**config.mk**
```make
export PLATFORM = sky130hd
export DESIGN_NAME = rdss_top
export DESIGN_NICKNAME = d
export VERILOG_FILES = /design/src/common/rdss_pkg.sv /design/src/common/rdss_tick_if.sv /design/src/core/rdss_delay_timer.sv /design/src/core/rdss_top.sv
export VERILOG_INCLUDE_DIRS = /design/src /design/src/common
export SDC_FILE = /design/constraint.sdc
export NUM_CORES = 1
export LEC_CHECK = 0
export BUFFER_PORTS_ARGS = -buffer_cell sky130_fd_sc_hd__clkbuf_2
export CORE_MARGIN = 4
export CORE_UTILIZATION = 45
export CTS_CLUSTER_DIAMETER = 100
export DETAILED_ROUTE_END_ITERATION = 16
export PLACE_DENSITY = 0.67
export SYNTH_ARGS = -nofsm -noshare
export SYNTH_HDL_FRONTEND = slang
export SYNTH_HIERARCHICAL = 1
export SYNTH_SLANG_ARGS = --single-unit
```
**constraint.sdc**
```tcl
create_clock -name REF_CLK_I -period 3.02 [get_ports REF_CLK_I]
set_clock_uncertainty 0.05 [all_clocks]
set_input_delay 0.453 -clock REF_CLK_I [delete_from_list [all_inputs] [get_ports REF_CLK_I]]
set_output_delay 0.453 -clock REF_CLK_I [all_outputs]
set_load 0.01 [all_outputs]
```
**src/common/rdss_cfg.svh**
```systemverilog
/*
 * constants for the regen duty supervisor and stop select block.
 * assumes a 20 MHz reference clock; included by bare name.
 */
`ifndef RDSS_CFG_SVH
`define RDSS_CFG_SVH

// ----------------------------------------
// duty supervision (duty in 0.1% units)
// ----------------------------------------
`define RDSS_DUTY_W 10
`define RDSS_FIXED_DUTY_PERMILLE 10'h01e
`define RDSS_ALARM_PCT 7'h55
`define RDSS_FULL_PCT 7'h64

// ----------------------------------------
// output terminal function codes
// ----------------------------------------
`define RDSS_TERM_ALARM_POS 8'h07
`define RDSS_TERM_ALARM_NEG 8'h6b

// ----------------------------------------
// stop method settings
// ----------------------------------------
`define RDSS_STOP_W 14
`define RDSS_STOP_COAST_MAX 14'h0064
`define RDSS_STOP_OFS_MIN 14'h03e8
`define RDSS_STOP_OFS_MAX 14'h044c
`define RDSS_STOP_DECEL_A 14'h270f
`define RDSS_STOP_DECEL_B 14'h22b8

// ----------------------------------------
// timing
// ----------------------------------------
`define RDSS_CLK_HZ 20000000
`define RDSS_SEC_W 7

`endif

```
**src/common/rdss_pkg.sv**
```systemverilog
/*
 * types shared by the regen duty supervisor and stop select block.
 * assumes the cfg header for widths.
 */
`default_nettype none
`include "rdss_cfg.svh"
package rdss_pkg;
	// stop sequencer states, gray along idle-run-delay-coast
	typedef enum logic [1:0] {
		RDSS_IDLE = 2'b00,
		RDSS_RUN = 2'b01,
		RDSS_DELAY = 2'b11,
		RDSS_COAST = 2'b10
	} rdss_state_t;
	// stop kind requested of the speed ramp
	typedef enum logic [1:0] {
		RDSS_STOP_NONE = 2'b00,
		RDSS_STOP_DECEL = 2'b01,
		RDSS_STOP_COAST = 2'b10
	} rdss_stop_t;
endpackage
`default_nettype wire

```
**src/common/rdss_tick_if.sv**
```systemverilog
/*
 * carrier for the seconds delay timer between top and counter.
 * assumes one clock domain.
 */
`timescale 1ns/1ps
`default_nettype none
interface rdss_tick_if;
	logic start; // load and run the timer
	logic clear; // abandon the count
	logic [6:0] secs; // seconds to wait
	logic done; // level once the wait has elapsed
	modport ctl (output start, output clear, output secs, input done);
	modport tmr (input start, input clear, input secs, output done);
endinterface
`default_nettype wire

```
**src/core/rdss_delay_timer.sv**
```systemverilog
/*
 * seconds delay timer for the coasting stop.
 * assumes a 20 MHz clock; counts whole seconds, zero means at once.
 */
`timescale 1ns/1ps
`default_nettype none
`include "rdss_cfg.svh"
module rdss_delay_timer (
	input wire logic clk_i,
	input wire logic arst_n_i,
	rdss_tick_if.tmr tick
);
	import rdss_pkg::*;
	// ----------------------------------------
	// prescaler and second counter
	// ----------------------------------------
	localparam int unsigned SEC_CYC = `RDSS_CLK_HZ; // cycles per second
	logic [24:0] pre_reg, pre_next; // cycle count within a second
	logic [6:0] sec_reg, sec_next; // seconds still to run
	logic act_reg, act_next; // timer running
	logic done_reg, done_next; // wait elapsed, held until a clear or a nonzero load

	// next value: a load restarts, a clear stops the count and drops done but keeps the seconds
	always_comb begin
		pre_next = pre_reg;
		sec_next = sec_reg;
		act_next = act_reg;
		done_next = done_reg;
		if (tick.clear) begin
			act_next = 1'b0;
			done_next = 1'b0;
			pre_next = '0;
		end else if (tick.start) begin
			pre_next = '0;
			sec_next = tick.secs;
			act_next = (tick.secs != '0);
			done_next = (tick.secs == '0);
		end else if (act_reg) begin
			if (pre_reg == 25'(SEC_CYC - 1)) begin
				pre_next = '0;
				sec_next = sec_reg - 7'h01;
				if (sec_reg == 7'h01) begin
					act_next = 1'b0;
					done_next = 1'b1;
				end
			end else begin
				pre_next = pre_reg + 25'h0000001;
			end
		end
	end

	// registers only
	always_ff @(posedge clk_i or negedge arst_n_i) begin
		if (!arst_n_i) begin
			pre_reg <= '0;
			sec_reg <= '0;
			act_reg <= 1'b0;
			done_reg <= 1'b0;
		end else begin
			pre_reg <= pre_next;
			sec_reg <= sec_next;
			act_reg <= act_next;
			done_reg <= done_next;
		end
	end

	assign tick.done = done_reg;
endmodule
`default_nettype wire

```
**src/core/rdss_top.sv**
```systemverilog
/*
 * regen duty supervision and stop method selection for a drive unit.
 * assumes pin inputs are asynchronous and parameter settings are
 * quasi-static values from the same clock domain.
 */
`timescale 1ns/1ps
`default_nettype none
`include "rdss_cfg.svh"
module rdss_top (
	input wire logic REF_CLK_I,
	input wire logic ARST_N_I,
	// settings (same domain)
	input wire logic REGEN_FUNCTION_SELECT_I, // 0 or 1
	input wire logic [4:0] REGEN_DUTY_LIMIT_I, // percent, 0..30
	input wire logic [`RDSS_DUTY_W-1:0] DUTY_MEASURED_I, // 0.1% units
	input wire logic [7:0] OUTPUT_TERMINAL_SELECT_A_I,
	input wire logic [7:0] OUTPUT_TERMINAL_SELECT_B_I,
	input wire logic [`RDSS_STOP_W-1:0] STOP_METHOD_SETTING_I,
	input wire logic PANEL_STOP_ACTIVE_I,
	input wire logic COMM_ERROR_STOP_ACTIVE_I,
	input wire logic JOG_ACTIVE_I,
	input wire logic PRE_EXCITING_I, // pre-excitation in progress
	// pins (asynchronous)
	input wire logic FORWARD_START_INPUT_I,
	input wire logic REVERSE_START_INPUT_I,
	input wire logic PRE_EXCITATION_INPUT_I,
	input wire logic DRIVE_ENABLE_INPUT_I,
	input wire logic OUTPUT_SHUTOFF_INPUT_I,
	// outputs
	output logic REGEN_DUTY_ALARM_O, // internal alarm level
	output logic REGEN_ALARM_PANEL_INDICATION_O,
	output logic REGEN_OVERVOLTAGE_FAULT_O,
	output logic TERMINAL_A_O,
	output logic TERMINAL_B_O,
	output logic RUN_COMMAND_O, // drive output allowed to switch
	output logic DIRECTION_REVERSE_O,
	output logic RUNNING_O,
	output rdss_pkg::rdss_stop_t STOP_KIND_O,
	output logic USE_STARTING_SPEED_O // restart from starting speed
);
	import rdss_pkg::*;

	// ----------------------------------------
	// pin synchronisers
	// ----------------------------------------
	logic [4:0] pin_meta_reg; // first stage, read only by second
	logic [4:0] pin_sync_reg; // second stage, safe to use
	always_ff @(posedge REF_CLK_I or negedge ARST_N_I) begin
		if (!ARST_N_I) begin
			pin_meta_reg <= '0;
			pin_sync_reg <= '0;
		end else begin
			pin_meta_reg <= {FORWARD_START_INPUT_I, REVERSE_START_INPUT_I,
				PRE_EXCITATION_INPUT_I, DRIVE_ENABLE_INPUT_I, OUTPUT_SHUTOFF_INPUT_I};
			pin_sync_reg <= pin_meta_reg;
		end
	end
	logic fwd, rev, exc_pin, en_pin, shut_pin;
	assign {fwd, rev, exc_pin, en_pin, shut_pin} = pin_sync_reg;

	// ----------------------------------------
	// duty supervision
	// ----------------------------------------
	// threshold in 0.1% units: limit% * pct (a percentage of a percentage)
	function automatic logic [`RDSS_DUTY_W-1:0] thresh(input logic [9:0] lim_pm,
		input logic [6:0] pct);
		logic [16:0] prod;
		prod = 17'(lim_pm) * 17'(pct);
		thresh = `RDSS_DUTY_W'(prod / 17'd100);
	endfunction

	logic [9:0] eff_limit; // effective limit in 0.1% units
	always_comb begin
		if (!REGEN_FUNCTION_SELECT_I) begin
			eff_limit = `RDSS_FIXED_DUTY_PERMILLE;
		end else begin
			eff_limit = 10'(REGEN_DUTY_LIMIT_I) * 10'h00a;
		end
	end

	logic alarm_reg, alarm_next; // alarm level, releases below threshold
	logic panel_reg, panel_next;
	logic fault_reg, fault_next; // sticky until reset
	logic term_a_reg, term_a_next;
	logic term_b_reg, term_b_next;

	// terminal mapping by function code and polarity
	function automatic logic term_map(input logic [7:0] code, input logic al);
		if (code == `RDSS_TERM_ALARM_POS) begin
			term_map = al;
		end else if (code == `RDSS_TERM_ALARM_NEG) begin
			term_map = !al;
		end else begin
			term_map = 1'b0; // other functions live elsewhere
		end
	endfunction

	// next alarm and fault values
	always_comb begin
		alarm_next = (DUTY_MEASURED_I >= thresh(eff_limit, `RDSS_ALARM_PCT));
		panel_next = alarm_next && REGEN_FUNCTION_SELECT_I;
		// the fault latches; the alarm alone never feeds the trip path
		fault_next = fault_reg ||
			(DUTY_MEASURED_I >= thresh(eff_limit, `RDSS_FULL_PCT));
		term_a_next = term_map(OUTPUT_TERMINAL_SELECT_A_I, alarm_next);
		term_b_next = term_map(OUTPUT_TERMINAL_SELECT_B_I, alarm_next);
	end

	// alarm registers
	always_ff @(posedge REF_CLK_I or negedge ARST_N_I) begin
		if (!ARST_N_I) begin
			alarm_reg <= 1'b0;
			panel_reg <= 1'b0;
			fault_reg <= 1'b0;
			term_a_reg <= 1'b0;
			term_b_reg <= 1'b0;
		end else begin
			alarm_reg <= alarm_next;
			panel_reg <= panel_next;
			fault_reg <= fault_next;
			term_a_reg <= term_a_next;
			term_b_reg <= term_b_next;
		end
	end

	// ----------------------------------------
	// start decoding
	// ----------------------------------------
	logic split_mode; // forward is start, reverse is direction
	logic coast_mode; // coasting stop configured
	logic [6:0] coast_secs; // delay before shutoff
	logic override; // panel stop, comm stop or jog
	logic start_cmd, rev_cmd, enabled;
	always_comb begin
		split_mode = 1'b0;
		coast_mode = 1'b0;
		coast_secs = '0;
		if (STOP_METHOD_SETTING_I <= `RDSS_STOP_COAST_MAX) begin
			coast_mode = 1'b1;
			coast_secs = 7'(STOP_METHOD_SETTING_I);
		end else if (STOP_METHOD_SETTING_I >= `RDSS_STOP_OFS_MIN &&
			STOP_METHOD_SETTING_I <= `RDSS_STOP_OFS_MAX) begin
			coast_mode = 1'b1;
			split_mode = 1'b1;
			coast_secs = 7'(STOP_METHOD_SETTING_I - `RDSS_STOP_OFS_MIN);
		end else if (STOP_METHOD_SETTING_I == `RDSS_STOP_DECEL_B) begin
			split_mode = 1'b1;
		end
		override = PANEL_STOP_ACTIVE_I || COMM_ERROR_STOP_ACTIVE_I ||
			JOG_ACTIVE_I;
		if (split_mode) begin
			start_cmd = fwd;
			rev_cmd = rev;
		end else begin
			start_cmd = fwd ^ rev; // both on acts as no start
			rev_cmd = rev && !fwd;
		end
		// either pin may withdraw the enable
		enabled = en_pin && !shut_pin;
	end

	// ----------------------------------------
	// stop sequencer
	// ----------------------------------------
	rdss_tick_if tick();
	rdss_delay_timer u_timer (
		.clk_i(REF_CLK_I),
		.arst_n_i(ARST_N_I),
		.tick(tick.tmr)
	);

	rdss_state_t state_reg, state_next;
	rdss_stop_t stop_reg, stop_next;
	logic dir_reg, dir_next;
	logic restart_reg, restart_next; // next start uses starting speed

	// next state and timer control
	always_comb begin
		state_next = state_reg;
		stop_next = stop_reg;
		dir_next = dir_reg;
		restart_next = restart_reg;
		tick.start = 1'b0;
		tick.clear = 1'b0;
		tick.secs = coast_secs;
		unique case (state_reg)
			RDSS_IDLE: begin
				stop_next = RDSS_STOP_NONE;
				if (start_cmd && enabled && !fault_reg) begin
					state_next = RDSS_RUN;
					dir_next = rev_cmd;
				end
			end
			RDSS_RUN: begin
				dir_next = start_cmd ? rev_cmd : dir_reg;
				if (!start_cmd) begin
					// pre-excitation stop decelerates whatever is set
					if (!coast_mode || override || (exc_pin && PRE_EXCITING_I)) begin
						stop_next = RDSS_STOP_DECEL;
						state_next = RDSS_IDLE;
					end else begin
						tick.start = 1'b1;
						state_next = RDSS_DELAY;
					end
				end
			end
			RDSS_DELAY: begin
				// speed still follows the command here
				stop_next = RDSS_STOP_NONE;
				if (start_cmd) begin
					tick.clear = 1'b1;
					state_next = RDSS_RUN;
				end else if (override || (exc_pin && PRE_EXCITING_I)) begin
					tick.clear = 1'b1;
					stop_next = RDSS_STOP_DECEL;
					state_next = RDSS_IDLE;
				end else if (tick.done) begin
					tick.clear = 1'b1;
					stop_next = RDSS_STOP_COAST;
					state_next = RDSS_COAST;
				end
			end
			RDSS_COAST: begin
				stop_next = RDSS_STOP_COAST;
				if (start_cmd && enabled && !fault_reg) begin
					restart_next = 1'b1;
					// a restart is no longer a coast; a stale kind would mislead the ramp
					stop_next = RDSS_STOP_NONE;
					state_next = RDSS_RUN;
					dir_next = rev_cmd;
				end
			end
		endcase
		// a lost enable or a fault drops to idle at once
		if (!enabled || fault_reg) begin
			state_next = RDSS_IDLE;
			tick.clear = 1'b1;
		end
		if (state_next == RDSS_IDLE) begin
			restart_next = 1'b0;
		end
	end

	// sequencer registers
	always_ff @(posedge REF_CLK_I or negedge ARST_N_I) begin
		if (!ARST_N_I) begin
			state_reg <= RDSS_IDLE;
			stop_reg <= RDSS_STOP_NONE;
			dir_reg <= 1'b0;
			restart_reg <= 1'b0;
		end else begin
			state_reg <= state_next;
			stop_reg <= stop_next;
			dir_reg <= dir_next;
			restart_reg <= restart_next;
		end
	end

	// ----------------------------------------
	// outputs
	// ----------------------------------------
	assign REGEN_DUTY_ALARM_O = alarm_reg;
	assign REGEN_ALARM_PANEL_INDICATION_O = panel_reg;
	assign REGEN_OVERVOLTAGE_FAULT_O = fault_reg;
	assign TERMINAL_A_O = term_a_reg;
	assign TERMINAL_B_O = term_b_reg;
	assign RUN_COMMAND_O = (state_reg == RDSS_RUN) || (state_reg == RDSS_DELAY);
	// running drops with the shutoff
	assign RUNNING_O = RUN_COMMAND_O;
	assign DIRECTION_REVERSE_O = dir_reg;
	assign STOP_KIND_O = stop_reg;
	assign USE_STARTING_SPEED_O = restart_reg;
endmodule
`default_nettype wire

```
==> impl_metrics.ini, run 1 <==
[setup_path]
endpoint_kind = register
crit_path_start_kind = primary input
setup.worst_path.start = REGEN_DUTY_LIMIT_I[2]
critical-path-slowest-cell = or4_4
critPathMaxStageDelay_ns = 0.58
rr_startpoint = pin_sync_reg[2]$_DFF_PN0_
crit_required_ns = 3.16
crit_type = primary input to register
crit_fanout = 7
critical_path_arrival_ns = 11.69

[routing]
ant_nets = 0
drt_wl_total_microns = 35300
wl_per_cell_microns = 15.9
drtPass1Iterations = 5
vias_per_cell = 5.73
vias = 12719
initialDrtViolationCount = 842
drc = 0

[yosys]
synthMostInstantiatedCell = nor2_1
synth-warning-count = 6
syn_area_sq_mm = 0.0105
synth.avg_cell_area_sq_um = 7.76
synth_area_leaders = dfrtp_1 (13%), ha_1 (12%), a21oi_1 (4.6%)
synth_flop_cell = dfrtp_1
ys_seq_area_share_pct = 13.0
synth_edf_count = 0
yosys.area.top_type_share_pct = 13.0
syn_nets = 1531
ys_top_cells_by_count = nor2_1 (118), ha_1 (102), a21oi_1 (97)
ys_seq_elements = 55
yosysTopAreaCell = dfrtp_1
ys_types = 136
async_flop_share_pct = 100
syn_inst = 1360

[timing]
finalHoldViolations = 0
setup_viol = 8
relSlewSlack_pct = 51.0
fin_crit_sh_pct = 382
rsz0062_at_grt = true
setup_slack_ns = -8.52
fin_crit_ns = 11.54
tightestPinTransition_ns = 0.735
drv_slew = 0
max_freq_ghz = 0.0866

[grt]
grt_usage_pct = 24.9
grt_pass1_wl_microns = 56700
antenna_found_initial = 1
grt_start_max_net_pins = 30
grt_overflow = 0
first_global_vias = 12374

[clock_network]
cts.sinks = 55
htreeDepth = 2
clk_latency_ns = 0.29
clockBufferDepth = 2
root_buffer = clkbuf_16
clk_pin_slew_ns = 0.07
cts_made_buffers = 5
cts_tree = yes

[die]
die_area_sq_mm = 0.0260
die_w_microns = 161
die_h_microns = 161
fp-row-count = 55
core-area_sq_mm = 0.0228
io_pins = 68
start_util_pct = 46.2

[placed_design]
place_hpwl_microns = 26500
gp_congestion = 0.933
port_buffers = 67
place_ws_ns = -9.11

[finish]
fin_util_pct = 73.1
syn_to_final_growth_pct = 58.4
largest_reg_flops = 25
nFillCells = 1714
final_nets = 2078
drive_above_1_share_pct = 45.9

[worst_hold_path]
hp-class = primary input to async pin

[job]
max_cap_viol_count = 0

[run_status]
failed_checks = setup timing
status = finished, violations left
==> stage by stage <==
stage | instance area, sq um | hold WS (ns) | setup TNS, ns | cells
global route | 16700 | 0.206 | -47.44 | 2221
global placement | 14900 | 0.283 | -47.80 | 2141
floorplan | 11100 | 0.107 | -40.91 | 1360
finish | 16700 | 0.158 | -42.06 | 2221
CTS | 16000 | 0.185 | -41.62 | 2188
detailed placement | 14900 | 0.286 | -50.27 | 2141
==> cells in the final DEF, fill, tap and decap left out, drive strengths merged, types with 9 or more instances in the layout <==
cell type / netlist / routed
a41oi: 10 / 10
nor2b: 21 / 21
and3: 15 / 15
or3: 22 / 22
fa: 12 / 12
o21ai: 86 / 86
a21o: 21 / 21
xnor2: 45 / 45
nor2: 118 / 118
buf: 17 / 522
mux2i: 21 / 21
or2: 11 / 11
nand4: 19 / 19
inv: 74 / 74
nor4b: 9 / 9
mux2: 10 / 10
nand2b: 28 / 28
and2: 18 / 18
ha: 102 / 102
clkbuf: 28 / 69
a31oi: 13 / 13
nor3: 35 / 35
nor4: 24 / 24
nand2: 95 / 95
o211ai: 24 / 24
a211oi: 18 / 18
xor2: 24 / 24
nand3: 63 / 63
nor3b: 10 / 10
a21oi: 101 / 101
o21a: 15 / 15
o31ai: 18 / 18
dfrtp: 55 / 55
or4: 11 / 11
==> layout make-up <==
cell class	count	area, sq um	area share [%]
Tap cell	313	392	2.34
Sequential cell	55	1380	8.24
Timing Repair Buffer	585	4340	26.0
Clock buffer	6	139	0.831
Antenna cell	1	2.50	0.0150
Multi-Input combinational cell	1186	10200	60.9
Clock inverter	1	5.00	0.0300
Inverter	74	288	1.72
==> layer usage <==
| layer | GRT usage, % | part of all wire (%) | vias up |
|---|---|---|---|
| met2 | 44.2 | 49 | 382 |
| met3 | 2.19 | 4.4 | 61 |
| met5 | 0 | 0 | - |
| met4 | 5.62 | 1.7 | 0 |
| met1 | 32.9 | 45 | 5985 |
| li1 | - | - | 6291 |
==> worst max-delay path, delay by kind of cell <==
family / cells / cell delay (ns)
AND/OR/NAND/NOR: 12 / 1.90
multiplexers: 3 / 0.66
XOR/XNOR: 3 / 0.54
adder cells (fa/ha/maj): 8 / 2.41
AO/OA/AOI/OAI: 22 / 4.21
buffers and inverters: 12 / 1.44
==> cell families after synthesis <==
group / count (synthesis) / share of synthesized area, %
and+or+nand+nor: 529 / 28.0
adders and majority gates: 117 / 14.7
AOI/OAI and AO/OA: 440 / 30.4
muxes: 31 / 3.25
DFF: 55 / 13.0
buffers and inverters: 119 / 4.70
xor gates and xnor gates: 69 / 6.01
==> worst paths after layout <==
check,end,slack [ns],depth (start not counted)
worst max-delay path,TERMINAL_A_O$_DFF_PN0_,-8.52,60
worst min-delay path,STOP_KIND_O[0]$_DFFE_PN0P_,0.16,1
worst max register to register,u_timer/sec_reg[3]$_DFFE_PN0P_,0.38,9
worst min register to register,pin_sync_reg[3]$_DFF_PN0_,0.30,0
max in group asynchronous,u_timer/pre_reg[9]$_DFFE_PN0P_,2.06,2
min in group REF_CLK_I,pin_meta_reg[2]$_DFF_PN0_,0.21,1
==> what timing repair did <==
item,4_1_cts,5_1_grt
cloned,0,1
pin swaps,95,69
setup buffers,40,34
resized for setup,105,111
endpoints found under the setup margin,20,26
hold buffers,0,0
Power of run 1 is left out: the tool's default activity adds up to more than one toggle a clock period on the data nets, which glitch-free logic cannot reach.
==> inputs of run 2 (changes only) <==
- MAX_ROUTING_LAYER: unset -> met4
==> impl_metrics.ini, run 2 (synthesis results as in run 1) <==
[run_status]
status = finished, violations left
failed_checks = setup timing

[grt]
grt_overflow = 0
antenna_found_initial = 0
grt_usage_pct = 26.9
grt_pass1_wl_microns = 59200
first_global_vias = 12543
grt_start_max_net_pins = 36

[finish]
syn_to_final_growth_pct = 61.5
drive_above_1_share_pct = 47.3
layout_common_cells = buf_4 (499), nor2_1 (106), nand2_1 (88)
largest_reg_flops = 25
fin_util_pct = 74.6
final_nets = 2082
layout_commonest_cell = buf_4

[timing]
finalHoldViolations = 0
tightestPinTransition_ns = 0.902
drv_slew = 0
fin_crit_sh_pct = 386
setup_viol = 5
rsz0062_at_grt = true
finalSetupTns_ns = -42.22
relSlewSlack_pct = 39.9
fin_crit_ns = 11.65
setup_slack_ns = -8.63
max_freq_ghz = 0.0858
holdWs_ns = 0.213

[setup_path]
crit_type = primary input to register
critPathMaxStageDelay_ns = 0.52
crit_required_ns = 3.15
endpoint_kind = register
critical_path_arrival_ns = 11.78
cpMostUsedCell = buf_4
crit_family = compound AO/OA/AOI/OAI gates
critical-path-slowest-cell = fa_1
crit_path_start_kind = primary input
path_buf_inv = 13
crit_fanout = 5

[routing]
ant_nets = 0
drt_wl_total_microns = 37100
initialDrtViolationCount = 831
vias = 12981
wl_per_cell_microns = 16.7
drc = 0
vias_per_cell = 5.83
drtPass1Iterations = 7

[die]
io_pins = 68
die_w_microns = 161
start_util_pct = 46.2
die_area_sq_mm = 0.0260
core-area_sq_mm = 0.0228
die_h_microns = 161
fp-row-count = 55

[job]
max_cap_viol_count = 0

[clock_network]
clk_latency_ns = 0.29
root_buffer = clkbuf_16
cts_made_buffers = 5
clk_pin_slew_ns = 0.07
cts.sinks = 55
htreeDepth = 2
cts_tree = yes
clockBufferDepth = 2

[placed_design]
gp_congestion = 0.955
place_hpwl_microns = 27000
place_ws_ns = -9.06
port_buffers = 67

[worst_hold_path]
hp-class = primary input to register
run 2: cell types whose count changed in the layout (fill, tap and decap cells not counted), moves of 4 or more:
cell	change
a21oi_1	+4
a21oi_2	-4
buf_12	+4
ha_1	-10
ha_4	+11
nor2_2	-4
nor4_2	+4
o21ai_1	+7
or3_1	-4
or3_4	+4
run 2: metal layers:
| metal | track usage (%) | vias up | wire length (microns) | share of wire (%) |
|---|---|---|---|---|
| met5 | - | - | 0 | 0 |
| met2 | 47.1 | 387 | 18500 | 50 |
| met4 | 4.11 | 0 | 548 | 1.5 |
| li1 | - | 6296 | - | - |
| met1 | 35.1 | 6239 | 16500 | 44 |
| met3 | 1.56 | 59 | 1520 | 4.1 |
run 2: area by class of cell:
type	instances	area, sq um
timing repair buffer	589	4410
sequential	55	1380
inverter	74	288
tap	313	392
clock buffer	7	143
clock inverter	1	8.76
multi-input combinational	1186	10400
antenna	1	2.50
fill	1689	5810
run 2: worst register-to-register path, cell delays in order, from the launching register on:
cell and delay [ns]:
dfrtp_1 0.36, a2111oi_0 0.48, buf_4 0.24, nand2_4 0.07, o211ai_1 0.19, nand3_2 0.20, or2_4 0.36, or4_1 0.48
nand3_1 0.09
run 2: stage by stage:
step                      instances  area (sq um)
after floorplan                1360         11100
after global placement         2152         15000
after detailed placement       2152         15000
after CTS                      2201         16400
after global routing           2225         17000
final                          2226         17000
run 2: worst paths after layout:
path                                                 from                             endpoint  slack (ns)  cells past startpoint
worst max-delay path                REGEN_DUTY_LIMIT_I[3]  REGEN_OVERVOLTAGE_FAULT_O$_DFF_PN0_       -8.63                     60
worst min-delay path               PRE_EXCITATION_INPUT_I            pin_meta_reg[2]$_DFF_PN0_        0.21                      1
worst max register to register  pin_sync_reg[2]$_DFF_PN0_       u_timer/sec_reg[3]$_DFFE_PN0P_        0.43                      8
worst min register to register  pin_meta_reg[4]$_DFF_PN0_            pin_sync_reg[4]$_DFF_PN0_        0.30                      0
max in group asynchronous                        ARST_N_I       u_timer/pre_reg[8]$_DFFE_PN0P_        1.96                      2
min in group asynchronous                        ARST_N_I           STOP_KIND_O[0]$_DFFE_PN0P_        0.23                      1
run 2: repair_timing:
action,CTS,global route
pin swaps,129,60
resized for setup,148,100
cloned,1,0
setup endpoints to repair,12,28
setup buffers,40,27
endpoints found under the hold margin,0,0
hold buffers,0,0
Power of run 2 is left out for the same reason.
==> inputs of run 3 (changes only) <==
- RECOVER_POWER: unset -> 100
==> impl_metrics.ini, run 3 (synthesis results as in run 1) <==
[grt]
grt_overflow = 0
first_global_vias = 12543
grt_pass1_wl_microns = 59200
grt_usage_pct = 26.9
grt_start_max_net_pins = 36
antenna_found_initial = 0

[setup_path]
cp-endpoint = REGEN_OVERVOLTAGE_FAULT_O$_DFF_PN0_
cpMostUsedCell = buf_4
crit_path_start_kind = primary input
crit_fanout = 5
r2r-end = u_timer/sec_reg[3]$_DFFE_PN0P_
rrSetupSlack_ns = 0.34
critPathMaxStageDelay_ns = 0.52
crit_required_ns = 3.15
reg2regPathDepth = 8
endpoint_kind = register
rr_startpoint = pin_sync_reg[2]$_DFF_PN0_
critical-path-slowest-cell = fa_1
critical_path_arrival_ns = 11.76
setup.worst_path.start = REGEN_DUTY_LIMIT_I[3]
crit_type = primary input to register

[timing]
relSlewSlack_pct = -27.8
setup_viol = 24
setup_slack_ns = -8.62
fin_crit_sh_pct = 385
tightestPinTransition_ns = 1.92
max_freq_ghz = 0.0859
drv_slew = 36
finalHoldViolations = 0
holdWs_ns = 0.213
rsz0062_at_grt = true
fin_crit_ns = 11.64

[placed_design]
place_hpwl_microns = 27000
port_buffers = 67
gp_congestion = 0.955
dpl_cell_area_sq_mm = 0.0150
place_ws_ns = -9.06

[clock_network]
cts.sinks = 55
hold_buffers = 0
clk_latency_ns = 0.29
root_buffer = clkbuf_16
cts_made_buffers = 5
htreeDepth = 2
cts_tree = yes
clockBufferDepth = 2
clk_pin_slew_ns = 0.07

[worst_hold_path]
hp-class = primary input to register

[routing]
wl_per_cell_microns = 16.6
drc = 0
initialDrtViolationCount = 893
ant_nets = 0
drt_wl_total_microns = 37000
drtPass1Iterations = 6
vias_per_cell = 5.81
vias = 12935

[run_status]
status = finished, violations left
failed_checks = capacitance limit, slew limit, setup timing

[finish]
largest_reg_flops = 25
fin_area_sq_mm = 0.0170
syn_to_final_growth_pct = 60.8
nFillCells = 1708
drive_above_1_share_pct = 46.1
layout_commonest_cell = buf_4
final_nets = 2082
layout_common_cells = buf_4 (493), nor2_1 (107), nand2_1 (88)

[job]
max_cap_viol_count = 1

[die]
fp-row-count = 55
die_h_microns = 161
core-area_sq_mm = 0.0228
die_w_microns = 161
start_util_pct = 46.2
die_area_sq_mm = 0.0260
io_pins = 68
[run 3: worst max-delay path, delay by kind of cell]
family	cells	cell delay, ns
AO/OA/AOI/OAI	20	3.80
AND/OR/NAND/NOR	17	2.86
XOR/XNOR	1	0.18
buffers and inverters	13	1.64
adder cells (fa/ha/maj)	9	2.84
[run 3: metal layers]
metal	wire, microns	GRT usage (%)	up-vias
li1	-	-	6300
met1	16500	35.1	6214
met2	18500	47.1	369
met3	1460	1.56	52
met4	486	4.11	0
met5	0	-	-
[run 3: per-stage QoR]
step           TNS (ns)  util [%]  std cells
3_3_place_gp     -48.30      65.8       2152
5_1_grt          -53.91      74.2       2225
3_5_place_dp     -51.55      65.8       2152
2_1_floorplan    -40.91         -       1360
4_1_cts          -40.91      71.6       2201
6_report         -43.24      74.3       2226
[run 3: area by class of cell]
type | instances | area, sq um | area share, %
inverter | 74 | 288 | 1.70
multi-input combinational | 1186 | 10400 | 61.2
clock buffer | 7 | 143 | 0.841
sequential | 55 | 1380 | 8.11
antenna | 1 | 2.50 | 0.0148
timing repair buffer | 589 | 4370 | 25.8
tap | 313 | 392 | 2.31
clock inverter | 1 | 8.76 | 0.0516
[run 3: worst min path at each step]
stage	start	end	slack [ns]	cells past startpoint
finish	PRE_EXCITATION_INPUT_I	pin_meta_reg[2]$_DFF_PN0_	0.21	1
global route	PRE_EXCITATION_INPUT_I	pin_meta_reg[2]$_DFF_PN0_	0.21	1
CTS	PRE_EXCITATION_INPUT_I	pin_meta_reg[2]$_DFF_PN0_	0.21	1
detailed placement	pin_meta_reg[2]$_DFF_PN0_	pin_sync_reg[2]$_DFF_PN0_	0.29	0
global placement	pin_meta_reg[3]$_DFF_PN0_	pin_sync_reg[3]$_DFF_PN0_	0.28	0
floorplan	ARST_N_I	DIRECTION_REVERSE_O$_DFFE_PN0P_	0.11	0
[run 3: what timing repair did]
action	in CTS	in global routing
resized for setup	148	100
pin swaps	129	60
endpoints found under the setup margin	12	28
setup buffers	40	27
gates cloned	1	0
Power of run 3 is left out for the same reason.
